## src/hw/gpio_port_pkg.sv

```systemverilog
package gpio_port_pkg;

	////////////////////////////////////////////////////////////////////////
	// bus geometry
	localparam int unsigned DATA_W = 32;
	localparam int unsigned SEL_W = 4;
	localparam int unsigned PORT_LSB = 5;

	////////////////////////////////////////////////////////////////////////
	// register offsets inside one port window (byte addresses)
	localparam logic [4:0] OFF_INPUT = 5'h00;
	localparam logic [4:0] OFF_DIR = 5'h04;
	localparam logic [4:0] OFF_OUT = 5'h08;
	localparam logic [4:0] OFF_DIR_SET = 5'h0c;
	localparam logic [4:0] OFF_DIR_CLR = 5'h10;
	localparam logic [4:0] OFF_OUT_SET = 5'h14;
	localparam logic [4:0] OFF_OUT_CLR = 5'h18;

	////////////////////////////////////////////////////////////////////////
	// control register, shared by all ports
	localparam logic [11:0] CTRL_ADDR = 12'h400;
	localparam int unsigned PUD_BIT = 4;

	////////////////////////////////////////////////////////////////////////
	// reset values
	localparam logic RST_PUD = 1'b0;
	localparam logic RST_BIT = 1'b0;

	////////////////////////////////////////////////////////////////////////
	// read pipeline: answer one cycle after the request is seen
	localparam int unsigned ACK_LATENCY = 1;

endpackage

```

## src/hw/pin_sync.sv

```systemverilog
`timescale 1ns/1ps

// half-cycle stage on the falling edge stands in for the transparent-high latch,
// the rising-edge stage is the input register itself
module pin_sync #(
	parameter int unsigned WIDTH = 8
) (
	// clock and reset
	input wire logic clk_sys_in,
	input wire logic nrst_in,
	// raw pins and synchronised copy
	input wire logic [WIDTH-1:0] async_in,
	output logic [WIDTH-1:0] sync_out
);

	logic [WIDTH-1:0] latch_reg;
	logic [WIDTH-1:0] sample_reg;

	// capture on the falling edge, read only by the next stage
	always_ff @(negedge clk_sys_in) begin
		if (!nrst_in) begin
			latch_reg <= '0;
		end else begin
			latch_reg <= async_in;
		end
	end

	// input register on the following rising edge
	always_ff @(posedge clk_sys_in) begin
		if (!nrst_in) begin
			sample_reg <= '0;
		end else begin
			sample_reg <= latch_reg;
		end
	end

	assign sync_out = sample_reg;

endmodule

```

## src/hw/bidirectional_port_pins.sv

```systemverilog
`timescale 1ns/1ps

module bidirectional_port_pins
	import gpio_port_pkg::*;
#(
	parameter int unsigned NUM_PORTS = 3,
	parameter int unsigned PORT_WIDTH = 8,
	parameter int unsigned ADDR_W = 12
) (
	// clock and reset
	input wire logic clk_sys_in,
	input wire logic nrst_in,
	// wishbone classic slave
	input wire logic wb_cyc_in,
	input wire logic wb_stb_in,
	input wire logic wb_we_in,
	input wire logic [ADDR_W-1:0] wb_adr_in,
	input wire logic [SEL_W-1:0] wb_sel_in,
	input wire logic [DATA_W-1:0] wb_dat_in,
	output logic [DATA_W-1:0] wb_dat_out,
	output logic wb_ack_out,
	// pins, flattened port by port, pin 0 of port 0 in bit 0
	input wire logic [NUM_PORTS*PORT_WIDTH-1:0] pin_in,
	output logic [NUM_PORTS*PORT_WIDTH-1:0] pin_out,
	output logic [NUM_PORTS*PORT_WIDTH-1:0] pin_oe_out,
	output logic [NUM_PORTS*PORT_WIDTH-1:0] pin_pullup_out,
	// alternate function overrides, one bit per pin
	input wire logic [NUM_PORTS*PORT_WIDTH-1:0] alt_override_in,
	input wire logic [NUM_PORTS*PORT_WIDTH-1:0] alt_oe_in,
	input wire logic [NUM_PORTS*PORT_WIDTH-1:0] alt_value_in
);

	localparam int unsigned PIN_COUNT = NUM_PORTS * PORT_WIDTH;
	localparam int unsigned PIDX_W = ADDR_W - PORT_LSB;

	////////////////////////////////////////////////////////////////////////
	// decode helpers

	// true when the address hits a given register of a given port
	function automatic logic port_hit(
		input logic [ADDR_W-1:0] addr,
		input int unsigned port,
		input logic [4:0] off
	);
		logic idx_ok;
		idx_ok = (addr[ADDR_W-1:PORT_LSB] == PIDX_W'(port));
		return idx_ok && (addr[PORT_LSB-1:0] == off);
	endfunction

	// true when the address hits the shared control register
	function automatic logic ctrl_hit(input logic [ADDR_W-1:0] addr);
		return addr == ADDR_W'(CTRL_ADDR);
	endfunction

	// next value of a port register for one write strobe
	function automatic logic [PORT_WIDTH-1:0] apply_write(
		input logic [PORT_WIDTH-1:0] cur,
		input logic [PORT_WIDTH-1:0] wdata,
		input logic plain,
		input logic set,
		input logic clr,
		input logic tgl
	);
		logic [PORT_WIDTH-1:0] res;
		res = cur;
		if (plain) begin
			res = wdata;
		end else if (set) begin
			res = cur | wdata;
		end else if (clr) begin
			res = cur & ~wdata;
		end else if (tgl) begin
			res = cur ^ wdata;
		end
		return res;
	endfunction

	// pull-up wanted: input pin, data one, not globally disabled
	function automatic logic [PIN_COUNT-1:0] pull_enable(
		input logic [PIN_COUNT-1:0] dir,
		input logic [PIN_COUNT-1:0] dat,
		input logic disable_all
	);
		return ~dir & dat & {PIN_COUNT{!disable_all}};
	endfunction

	// control register image: only the pull-up disable bit is kept
	function automatic logic [DATA_W-1:0] ctrl_view(input logic disable_all);
		logic [DATA_W-1:0] img;
		img = '0;
		img[PUD_BIT] = disable_all;
		return img;
	endfunction

	////////////////////////////////////////////////////////////////////////
	// state

	logic [PORT_WIDTH-1:0] dir_reg [NUM_PORTS];
	logic [PORT_WIDTH-1:0] out_reg [NUM_PORTS];
	logic pud_reg;
	logic ack_reg;
	logic [DATA_W-1:0] rdat_reg;
	logic [DATA_W-1:0] rdat_next;
	logic [PIN_COUNT-1:0] pin_sync;
	logic req;
	logic req_new;
	logic wr_fire;
	logic [PORT_WIDTH-1:0] wdata;
	logic [PORT_WIDTH-1:0] dir_next [NUM_PORTS];
	logic [PORT_WIDTH-1:0] out_next [NUM_PORTS];
	logic pud_next;
	// one-hot register hits per port
	logic [NUM_PORTS-1:0] hit_input;
	logic [NUM_PORTS-1:0] hit_dir;
	logic [NUM_PORTS-1:0] hit_dir_set;
	logic [NUM_PORTS-1:0] hit_dir_clr;
	logic [NUM_PORTS-1:0] hit_out;
	logic [NUM_PORTS-1:0] hit_out_set;
	logic [NUM_PORTS-1:0] hit_out_clr;
	logic hit_ctrl;
	// per-pin views of the port registers
	logic [PIN_COUNT-1:0] dir_flat;
	logic [PIN_COUNT-1:0] out_flat;
	logic [PIN_COUNT-1:0] gpio_oe;
	logic [PIN_COUNT-1:0] gpio_pullup;

	////////////////////////////////////////////////////////////////////////
	// bus handshake

	// a request is live while cyc and stb are both high
	assign req = wb_cyc_in && wb_stb_in;

	// first cycle of a request, before ack answers it
	assign req_new = req && !ack_reg;

	// ack rises one cycle after the request and drops after one cycle
	always_ff @(posedge clk_sys_in) begin
		if (!nrst_in) begin
			ack_reg <= 1'b0;
		end else begin
			ack_reg <= req_new;
		end
	end

	assign wb_ack_out = ack_reg;

	// writes land on the edge that the master sees ack; data in byte lane 0
	assign wr_fire = req && ack_reg && wb_we_in && wb_sel_in[0];
	assign wdata = wb_dat_in[PORT_WIDTH-1:0];

	////////////////////////////////////////////////////////////////////////
	// input synchroniser

	pin_sync #(
		.WIDTH(PIN_COUNT)
	) u_pin_sync (
		.clk_sys_in(clk_sys_in),
		.nrst_in(nrst_in),
		.async_in(pin_in),
		.sync_out(pin_sync)
	);

	////////////////////////////////////////////////////////////////////////
	// address decode

	// one hit per register kind and port, shared by write and read paths
	always_comb begin
		hit_input = '0;
		hit_dir = '0;
		hit_dir_set = '0;
		hit_dir_clr = '0;
		hit_out = '0;
		hit_out_set = '0;
		hit_out_clr = '0;
		for (int unsigned p = 0; p < NUM_PORTS; p++) begin
			hit_input[p] = port_hit(wb_adr_in, p, OFF_INPUT);
			hit_dir[p] = port_hit(wb_adr_in, p, OFF_DIR);
			hit_dir_set[p] = port_hit(wb_adr_in, p, OFF_DIR_SET);
			hit_dir_clr[p] = port_hit(wb_adr_in, p, OFF_DIR_CLR);
			hit_out[p] = port_hit(wb_adr_in, p, OFF_OUT);
			hit_out_set[p] = port_hit(wb_adr_in, p, OFF_OUT_SET);
			hit_out_clr[p] = port_hit(wb_adr_in, p, OFF_OUT_CLR);
		end
	end

	// the control register sits outside every port window
	assign hit_ctrl = ctrl_hit(wb_adr_in);

	////////////////////////////////////////////////////////////////////////
	// direction registers

	// full write, set-mask and clear-mask aliases; other bits stay put
	always_comb begin
		for (int unsigned p = 0; p < NUM_PORTS; p++) begin
			dir_next[p] = dir_reg[p];
			if (wr_fire) begin
				dir_next[p] = apply_write(dir_reg[p], wdata, hit_dir[p],
					hit_dir_set[p], hit_dir_clr[p], 1'b0);
			end
		end
	end

	// reset to input on every pin
	always_ff @(posedge clk_sys_in) begin
		for (int unsigned p = 0; p < NUM_PORTS; p++) begin
			if (!nrst_in) begin
				dir_reg[p] <= {PORT_WIDTH{RST_BIT}};
			end else begin
				dir_reg[p] <= dir_next[p];
			end
		end
	end

	////////////////////////////////////////////////////////////////////////
	// output data registers

	// writes of ones to the input address toggle data, any direction
	always_comb begin
		for (int unsigned p = 0; p < NUM_PORTS; p++) begin
			out_next[p] = out_reg[p];
			if (wr_fire) begin
				out_next[p] = apply_write(out_reg[p], wdata, hit_out[p],
					hit_out_set[p], hit_out_clr[p],
					hit_input[p]);
			end
		end
	end

	// reset to zero, so no drive level and no pull-up after reset
	always_ff @(posedge clk_sys_in) begin
		for (int unsigned p = 0; p < NUM_PORTS; p++) begin
			if (!nrst_in) begin
				out_reg[p] <= {PORT_WIDTH{RST_BIT}};
			end else begin
				out_reg[p] <= out_next[p];
			end
		end
	end

	////////////////////////////////////////////////////////////////////////
	// control register

	// global pull-up disable, shared by every port
	assign pud_next = (wr_fire && hit_ctrl) ? wdata[PUD_BIT] : pud_reg;

	// pull-ups allowed again after reset
	always_ff @(posedge clk_sys_in) begin
		if (!nrst_in) begin
			pud_reg <= RST_PUD;
		end else begin
			pud_reg <= pud_next;
		end
	end

	////////////////////////////////////////////////////////////////////////
	// read data

	// unmapped addresses read as zero; set/clear aliases read the register
	always_comb begin
		rdat_next = '0;
		for (int unsigned p = 0; p < NUM_PORTS; p++) begin
			if (hit_input[p]) begin
				rdat_next[PORT_WIDTH-1:0] = pin_sync[p*PORT_WIDTH +: PORT_WIDTH];
			end
			if (hit_dir[p] || hit_dir_set[p] || hit_dir_clr[p]) begin
				rdat_next[PORT_WIDTH-1:0] = dir_reg[p];
			end
			if (hit_out[p] || hit_out_set[p] || hit_out_clr[p]) begin
				rdat_next[PORT_WIDTH-1:0] = out_reg[p];
			end
		end
		if (hit_ctrl) begin
			rdat_next = ctrl_view(pud_reg);
		end
	end

	// read data is caught as ack rises and held for that cycle
	always_ff @(posedge clk_sys_in) begin
		if (!nrst_in) begin
			rdat_reg <= '0;
		end else if (req_new) begin
			rdat_reg <= rdat_next;
		end
	end

	assign wb_dat_out = rdat_reg;

	////////////////////////////////////////////////////////////////////////
	// pin drivers

	// registers laid out pin by pin, port 0 in the low bits
	always_comb begin
		dir_flat = '0;
		out_flat = '0;
		for (int unsigned p = 0; p < NUM_PORTS; p++) begin
			dir_flat[p*PORT_WIDTH +: PORT_WIDTH] = dir_reg[p];
			out_flat[p*PORT_WIDTH +: PORT_WIDTH] = out_reg[p];
		end
	end

	// output enable follows direction; reset drops it at once, no clock needed
	always_comb begin
		gpio_oe = '0;
		if (nrst_in) begin
			gpio_oe = dir_flat;
		end
	end

	// pull-up only for input with data one, unless globally disabled
	always_comb begin
		gpio_pullup = '0;
		if (nrst_in) begin
			gpio_pullup = pull_enable(dir_flat, out_flat, pud_reg);
		end
	end

	// per-pin override only touches its own pin
	always_comb begin
		pin_oe_out = '0;
		pin_out = '0;
		pin_pullup_out = '0;
		for (int unsigned i = 0; i < PIN_COUNT; i++) begin
			if (alt_override_in[i]) begin
				pin_oe_out[i] = nrst_in && alt_oe_in[i];
				pin_out[i] = alt_value_in[i];
				pin_pullup_out[i] = 1'b0;
			end else begin
				pin_oe_out[i] = gpio_oe[i];
				pin_out[i] = out_flat[i];
				pin_pullup_out[i] = gpio_pullup[i];
			end
		end
	end

endmodule

```

## config.mk

```make
export PLATFORM = sky130hd
export DESIGN_NAME = bidirectional_port_pins
export DESIGN_NICKNAME = d
export VERILOG_FILES = /design/src/hw/gpio_port_pkg.sv /design/src/hw/pin_sync.sv /design/src/hw/bidirectional_port_pins.sv
export SDC_FILE = /design/constraint.sdc
export NUM_CORES = 1
export LEC_CHECK = 0
export BUFFER_PORTS_ARGS = -buffer_cell sky130_fd_sc_hd__buf_2
export CORE_ASPECT_RATIO = 1.75
export CORE_MARGIN = 2
export CORE_UTILIZATION = 55
export CTS_BUF_LIST = sky130_fd_sc_hd__clkbuf_8
export CTS_CLUSTER_SIZE = 10
export DETAILED_ROUTE_END_ITERATION = 16
export PLACE_DENSITY_LB_ADDON = 0.3
export SYNTH_ARGS = -nofsm -noshare
export SYNTH_HDL_FRONTEND = slang
export SYNTH_HIERARCHICAL = 1
export SYNTH_SLANG_ARGS = --single-unit
```

## constraint.sdc

```tcl
create_clock -name clk_sys_in -period 3.2 [get_ports clk_sys_in]
set_input_delay 0 -clock clk_sys_in [delete_from_list [all_inputs] [get_ports clk_sys_in]]
set_output_delay 0 -clock clk_sys_in [all_outputs]
set_load 0.02 [all_outputs]
```

==> impl_metrics.env, run 1 <==
export IMPL_status="complete, no violations"
export IMPL_cts_root_buffer="clkbuf_8"
export IMPL_clock_latency_ps=430
export IMPL_crit_path_end="u_pin_sync/sync_out[3]"
export IMPL_coreArea_mm2=0.0124
export IMPL_yosysWarnings=6
export IMPL_ys_seq_area_frac=0.303
export IMPL_fillCellCount=1120
export IMPL_start_util=0.564
export IMPL_worst_setup_path_start_kind="flip-flop"
export IMPL_ir_drop_v=0.000336
export IMPL_hpwl_um=15700
export IMPL_gp_congestion=0.958
export IMPL_dr_pass1_iters=5
export IMPL_critical_path_class="reg -> reg"
export IMPL_seqPwrFrac=0.478
export IMPL_syn_inst=864
export IMPL_r2r_end="u_pin_sync/sync_out[3]"
export IMPL_dp_cells=1200
export IMPL_switchingPower_uw=924
export IMPL_fp_dieW_um=89.3
export IMPL_grt_pass1_vias=6284
export IMPL_drc=0
export IMPL_cp_arrival_ps=2490
export IMPL_wl_per_cell_um=16.6
export IMPL_worstPathCellList="and2_2"
export IMPL_cts_setup_buffers=0
export IMPL_relSlewSlack=0.546
export IMPL_netlist_area_mm2=0.00701
export IMPL_crit_path_top_delay_cell="dfxtp_1"
export IMPL_synth_ff_latch_count=106
export IMPL_fin_worst_skew_ps=37.5
export IMPL_r2r_setup_slack_ps=1020
export IMPL_cp_depth=1
export IMPL_stdcell_area_mm2=0.00840
export IMPL_crit_path_end_kind="flip-flop"
export IMPL_crit_start="u_pin_sync/latch_reg[3]"
export IMPL_power_leakage_nw=3.84
export IMPL_grt_max_degree=81
export IMPL_ioPinCount=254
export IMPL_p_total_mw=2.84
export IMPL_synthFlopType="dfxtp_1"
export IMPL_max_stage_delay_ps=290
export IMPL_slew_violations=0
export IMPL_antenna_found_initial=0
export IMPL_vias=6984
export IMPL_drt_total_wl_um=20700
export IMPL_cts_inserted_buffers=9
export IMPL_yosys_cell_types_count=65
export IMPL_combPwrFrac=0.155
export IMPL_clk_pin_slew_ps=130
export IMPL_tightest_slew_ps=681
export IMPL_hold_path_class="in -> reg"
export IMPL_cts_buffer_depth=2
export IMPL_worst_path_buf_inv=0
export IMPL_die_h_um=153
export IMPL_ant_nets=0
export IMPL_antennaDiodeCount=0
export IMPL_cts_htree_levels=3
export IMPL_syn_area_per_cell_um2=8.11
export IMPL_reg2reg_from="u_pin_sync/latch_reg[3]"
export IMPL_via_per_inst=5.60
export IMPL_dieArea_mm2=0.0137
export IMPL_hold_violations=0
export IMPL_num_rows=54
export IMPL_setup_viol=0
export IMPL_layout_area_overhead_vs_synth_pct=19.9
export IMPL_drv_cap=0
export IMPL_setup_tns_ps=0
export IMPL_grt_pass1_wl_um=31700
export IMPL_setup_slack_ps=1020
export IMPL_numPortBuffers=202
export IMPL_synthArstFlopShare=0
export IMPL_layout_common_cells="buf_2 (202), dfxtp_1 (106), nand2_1 (89), o21ai_0 (73), inv_1 (57)"
export IMPL_cts_tree="yes"
export IMPL_path_delay_family="flip-flops"
export IMPL_globalRouteOverflowTotal=0
export IMPL_drt_iter0_drc=517
export IMPL_nets=1271
export IMPL_netSwitchingFraction=0.325
export IMPL_cts_resized=0
export IMPL_path_max_fanout=1
export IMPL_pre_cts_slack_ps=840
export IMPL_p_clk_frac=0.367
export IMPL_grt_setup_unrepaired="no"
export IMPL_place_area_mm2=0.00801
export IMPL_p_per_area_mw_per_mm2=338
export IMPL_layout_drive_gt1_share=0.284
export IMPL_layout_commonest_cell="buf_2"
export IMPL_r2r_cells=1
export IMPL_cp_data_required_time_ps=3500
export IMPL_p_int_mw=1.92
export IMPL_grt_usage=0.298
export IMPL_synth_edff_count=0
export IMPL_cts_sinks=106
export IMPL_finalNonFillerCells=1247
==> routing by layer <==
metal | global-route usage | vias up | share of wire
met5 | 0 | - | 0
met3 | 0.0329 | 66 | 0.063
li1 | - | 3363 | -
met1 | 0.342 | 3229 | 0.37
met4 | 0.203 | 0 | 0.067
met2 | 0.501 | 326 | 0.50
==> metrics by stage <==
stage          utilization  hold WS, ps
6_report             0.676         74.0
5_1_grt              0.676          131
4_1_cts              0.676         67.5
3_5_place_dp         0.644          313
3_3_place_gp         0.644          312
2_1_floorplan            -          166
==> power groups by stage <==
| stage | Combinational, mW | Clock, mW | Sequential, mW |
|---|---|---|---|
| 4_1_cts | 0.440 | 1.06 | 1.36 |
| 2_1_floorplan | 0.291 | 0.0478 | 1.38 |
| 3_5_place_dp | 0.431 | 0.0478 | 1.39 |
| 5_1_grt | 0.481 | 1.13 | 1.36 |
| 6_report | 0.441 | 1.04 | 1.36 |
| 3_3_place_gp | 0.421 | 0.0478 | 1.38 |
==> cell type report <==
cell class	instances	area, µm²	area share
flip-flops and latches	106	2120	0.252
multi-input cells	672	4400	0.524
inverters	33	124	0.0147
well taps	168	210	0.0250
repair buffers	228	1230	0.146
clock buffers	9	124	0.0147
clock inverters	31	195	0.0232
==> synth_stat cells, types with 19 or more instances <==
master    count  area share
nand2b_1     27       0.024
mux2i_1      24       0.034
buf_4        27       0.029
nor3_1       32       0.023
and2_2       21       0.022
nor2_1       36       0.019
inv_1        34       0.018
a31oi_1      24       0.021
ha_1         48       0.086
nand2_1      89       0.048
a21oi_1      37       0.026
nor2b_1      44       0.039
dfxtp_1     106        0.30
o21ai_0      73       0.052
clkbuf_1     25       0.013
nand3_1      19       0.014
and2_1       33       0.029
a22oi_1      21       0.022
==> cell families after synthesis <==
family / after synthesis / share of synthesized area
and+or+nand+nor: 340 / 0.270
AOI/OAI and AO/OA: 211 / 0.181
buffers and inverters: 109 / 0.0814
DFF: 106 / 0.303
adders and majority gates: 48 / 0.0857
muxes: 48 / 0.0771
other: 1 / 0.000535
xor gates and xnor gates: 1 / 0.00125
==> what timing repair did <==
item / in CTS / in global routing
endpoints found under the hold margin: 28 / 0
hold buffers: 8 / 0
setup endpoints to repair: 0 / 0
==> worst min path at each step <==
stage,from,end,slack (ps),cells after the start
2_1_floorplan,alt_override_in[0],pin_out[0],170,2
3_3_place_gp,alt_value_in[10],pin_out[10],310,4
3_5_place_dp,alt_value_in[12],pin_out[12],310,4
4_1_cts,wb_stb_in,wb_dat_out[2],70,5
5_1_grt,wb_stb_in,wb_dat_out[2],130,5
6_report,wb_stb_in,wb_dat_out[2],70,5
No activity file was read; power rests on OpenSTA's default activity.
==> inputs of run 2 (changes only) <==
- CORE_UTILIZATION: 55 -> 52
- clock period: 3.2 -> 2.17 ns (I/O delays scaled with it)
==> run 2 against run 1 <==
Final cell count grew 1.7%; setup slack worse by 830 ps; clock skew rose by 3.1 ps; non-clock buffer count up 15; count of clock-buffer cells in the layout did not move; wire length grew 3.5%.
==> impl_metrics.env, run 2 (synthesis results as in run 1) <==
export IMPL_setup_viol=0
export IMPL_cp_data_required_time_ps=2520
export IMPL_setup_tns_ps=0
export IMPL_fp_dieW_um=91.8
export IMPL_cp_arrival_ps=2330
export IMPL_r2r_cells=6
export IMPL_hold_path_class="in -> reg"
export IMPL_fmax_mhz=504
export IMPL_cts_tree="yes"
export IMPL_setup_slack_ps=187
export IMPL_die_h_um=158
export IMPL_combPwrFrac=0.157
export IMPL_clk_pin_slew_ps=130
export IMPL_layout_area_overhead_vs_synth_pct=21.6
export IMPL_drt_total_wl_um=21400
export IMPL_antenna_found_initial=0
export IMPL_layout_commonest_cell="buf_2"
export IMPL_p_per_area_mw_per_mm2=495
export IMPL_met2_length_um=11200
export IMPL_dr_pass1_iters=5
export IMPL_wl_met3_um=1130
export IMPL_met1_length_um=8050
export IMPL_clock_latency_ps=440
export IMPL_vias=7009
export IMPL_grt_max_degree=53
export IMPL_cts_root_buffer="clkbuf_8"
export IMPL_path_max_fanout=15
export IMPL_hold_violations=0
export IMPL_relSlewSlack=0.619
export IMPL_slew_violations=0
export IMPL_netSwitchingFraction=0.328
export IMPL_via_per_inst=5.53
export IMPL_finalNonFillerCells=1268
export IMPL_hold_depth=2
export IMPL_status="complete, no violations"
export IMPL_grt_setup_unrepaired="no"
export IMPL_p_int_mw=2.83
export IMPL_gp_congestion=0.985
export IMPL_whs_ps=87.1
export IMPL_crit_path_end_kind="flip-flop"
export IMPL_seqPwrFrac=0.475
export IMPL_start_util=0.527
export IMPL_ir_drop_v=0.000340
export IMPL_fillCellCount=1215
export IMPL_p_clk_frac=0.368
export IMPL_drc=0
export IMPL_antennaDiodeCount=0
export IMPL_grt_pass1_vias=6344
export IMPL_ant_nets=0
export IMPL_switchingPower_mw=1.39
export IMPL_worstPathCellList="nand3_1, or2_2, o21bai_1, nor2_2, o21ai_0, a31oi_1"
export IMPL_globalRouteOverflowTotal=0
export IMPL_drt_iter0_drc=415
export IMPL_numPortBuffers=202
export IMPL_fin_crit_ps=1980
export IMPL_hpwl_um=16500
export IMPL_grt_usage=0.288
export IMPL_max_stage_delay_ps=480
export IMPL_dp_cells=1221
export IMPL_num_rows=56
export IMPL_coreArea_mm2=0.0133
export IMPL_drv_cap=0
export IMPL_layout_common_cells="buf_2 (202), dfxtp_1 (106), nand2_1 (89), o21ai_0 (73), inv_1 (57)"
export IMPL_wl_per_cell_um=16.9
export IMPL_fin_worst_skew_ps=40.6
export IMPL_tightest_slew_ps=566
export IMPL_critical_path_class="reg -> reg"
export IMPL_dieArea_mm2=0.0145
export IMPL_worst_setup_path_start_kind="flip-flop"
export IMPL_cts_htree_levels=3
export IMPL_crit_path_top_delay_cell="nor2_2"
export IMPL_cts_buffer_depth=2
export IMPL_power_leakage_nw=3.92
export IMPL_topRoutingLayerUsed="met4"
export IMPL_period_share=0.914
export IMPL_nets=1286
export IMPL_pre_cts_slack_ps=225
export IMPL_ioPinCount=254
export IMPL_grt_pass1_wl_um=32500
export IMPL_layout_drive_gt1_share=0.293
export IMPL_cts_inserted_buffers=9
export IMPL_cts_sinks=106
[run 2: cell types whose count changed in the layout (fill, tap and decap cells not counted)]
cell   change
buf_4     +15
[run 2: routing by layer]
metal,vias up,track usage
li1,3388,-
met2,300,0.537
met5,-,0
met4,0,0.148
met3,61,0.0295
met1,3260,0.319
[run 2: through the flow]
stage | util | area (µm²) | total power, mW
2_1_floorplan | - | 7100 | 2.54
3_3_place_gp | 0.611 | 8130 | 2.74
3_5_place_dp | 0.611 | 8130 | 2.76
4_1_cts | 0.640 | 8520 | 4.24
5_1_grt | 0.640 | 8520 | 4.41
6_report | 0.640 | 8520 | 4.22
[run 2: timing repair]
action	4_1_cts	5_1_grt
hold endpoints to repair	32	0
setup endpoints to repair	0	0
gates resized for setup	0	0
hold buffers	8	0
buffers inserted	0	0
[run 2: worst paths after layout]
check / startpoint / to / slack [ps]
setup / recovery: wb_ack_out / out_reg[2][4] / 190
hold / removal: nrst_in / flip-flop / 90
setup reg to reg: wb_ack_out / out_reg[2][4] / 190
hold reg to reg: wb_dat_out[3] / wb_dat_out[3] / 480
[run 2: cell type report]
class                      count  area (µm²)  share of cell area
timing repair buffer         243        1340               0.157
clock inverter                31         195              0.0229
sequential                   106        2120               0.249
multi-input combinational    672        4400               0.517
inverter                      33         124              0.0145
clock buffer                   9         124              0.0145
tap                          174         218              0.0255
[run 2: power by group through the flow]
| stage | Clock [mW] | Combinational [mW] | Sequential, mW |
|---|---|---|---|
| after floorplan | 0.0705 | 0.429 | 2.04 |
| after global placement | 0.0705 | 0.631 | 2.04 |
| after detailed placement | 0.0705 | 0.643 | 2.04 |
| after CTS | 1.58 | 0.657 | 2.00 |
| after global routing | 1.69 | 0.715 | 2.01 |
| final | 1.55 | 0.660 | 2.00 |
[run 2: worst max-delay path: cells and delay by family (launching register included)]
family          cells  cell delay, ps
flops               1             390
compound gates      3             600
simple gates        3             930
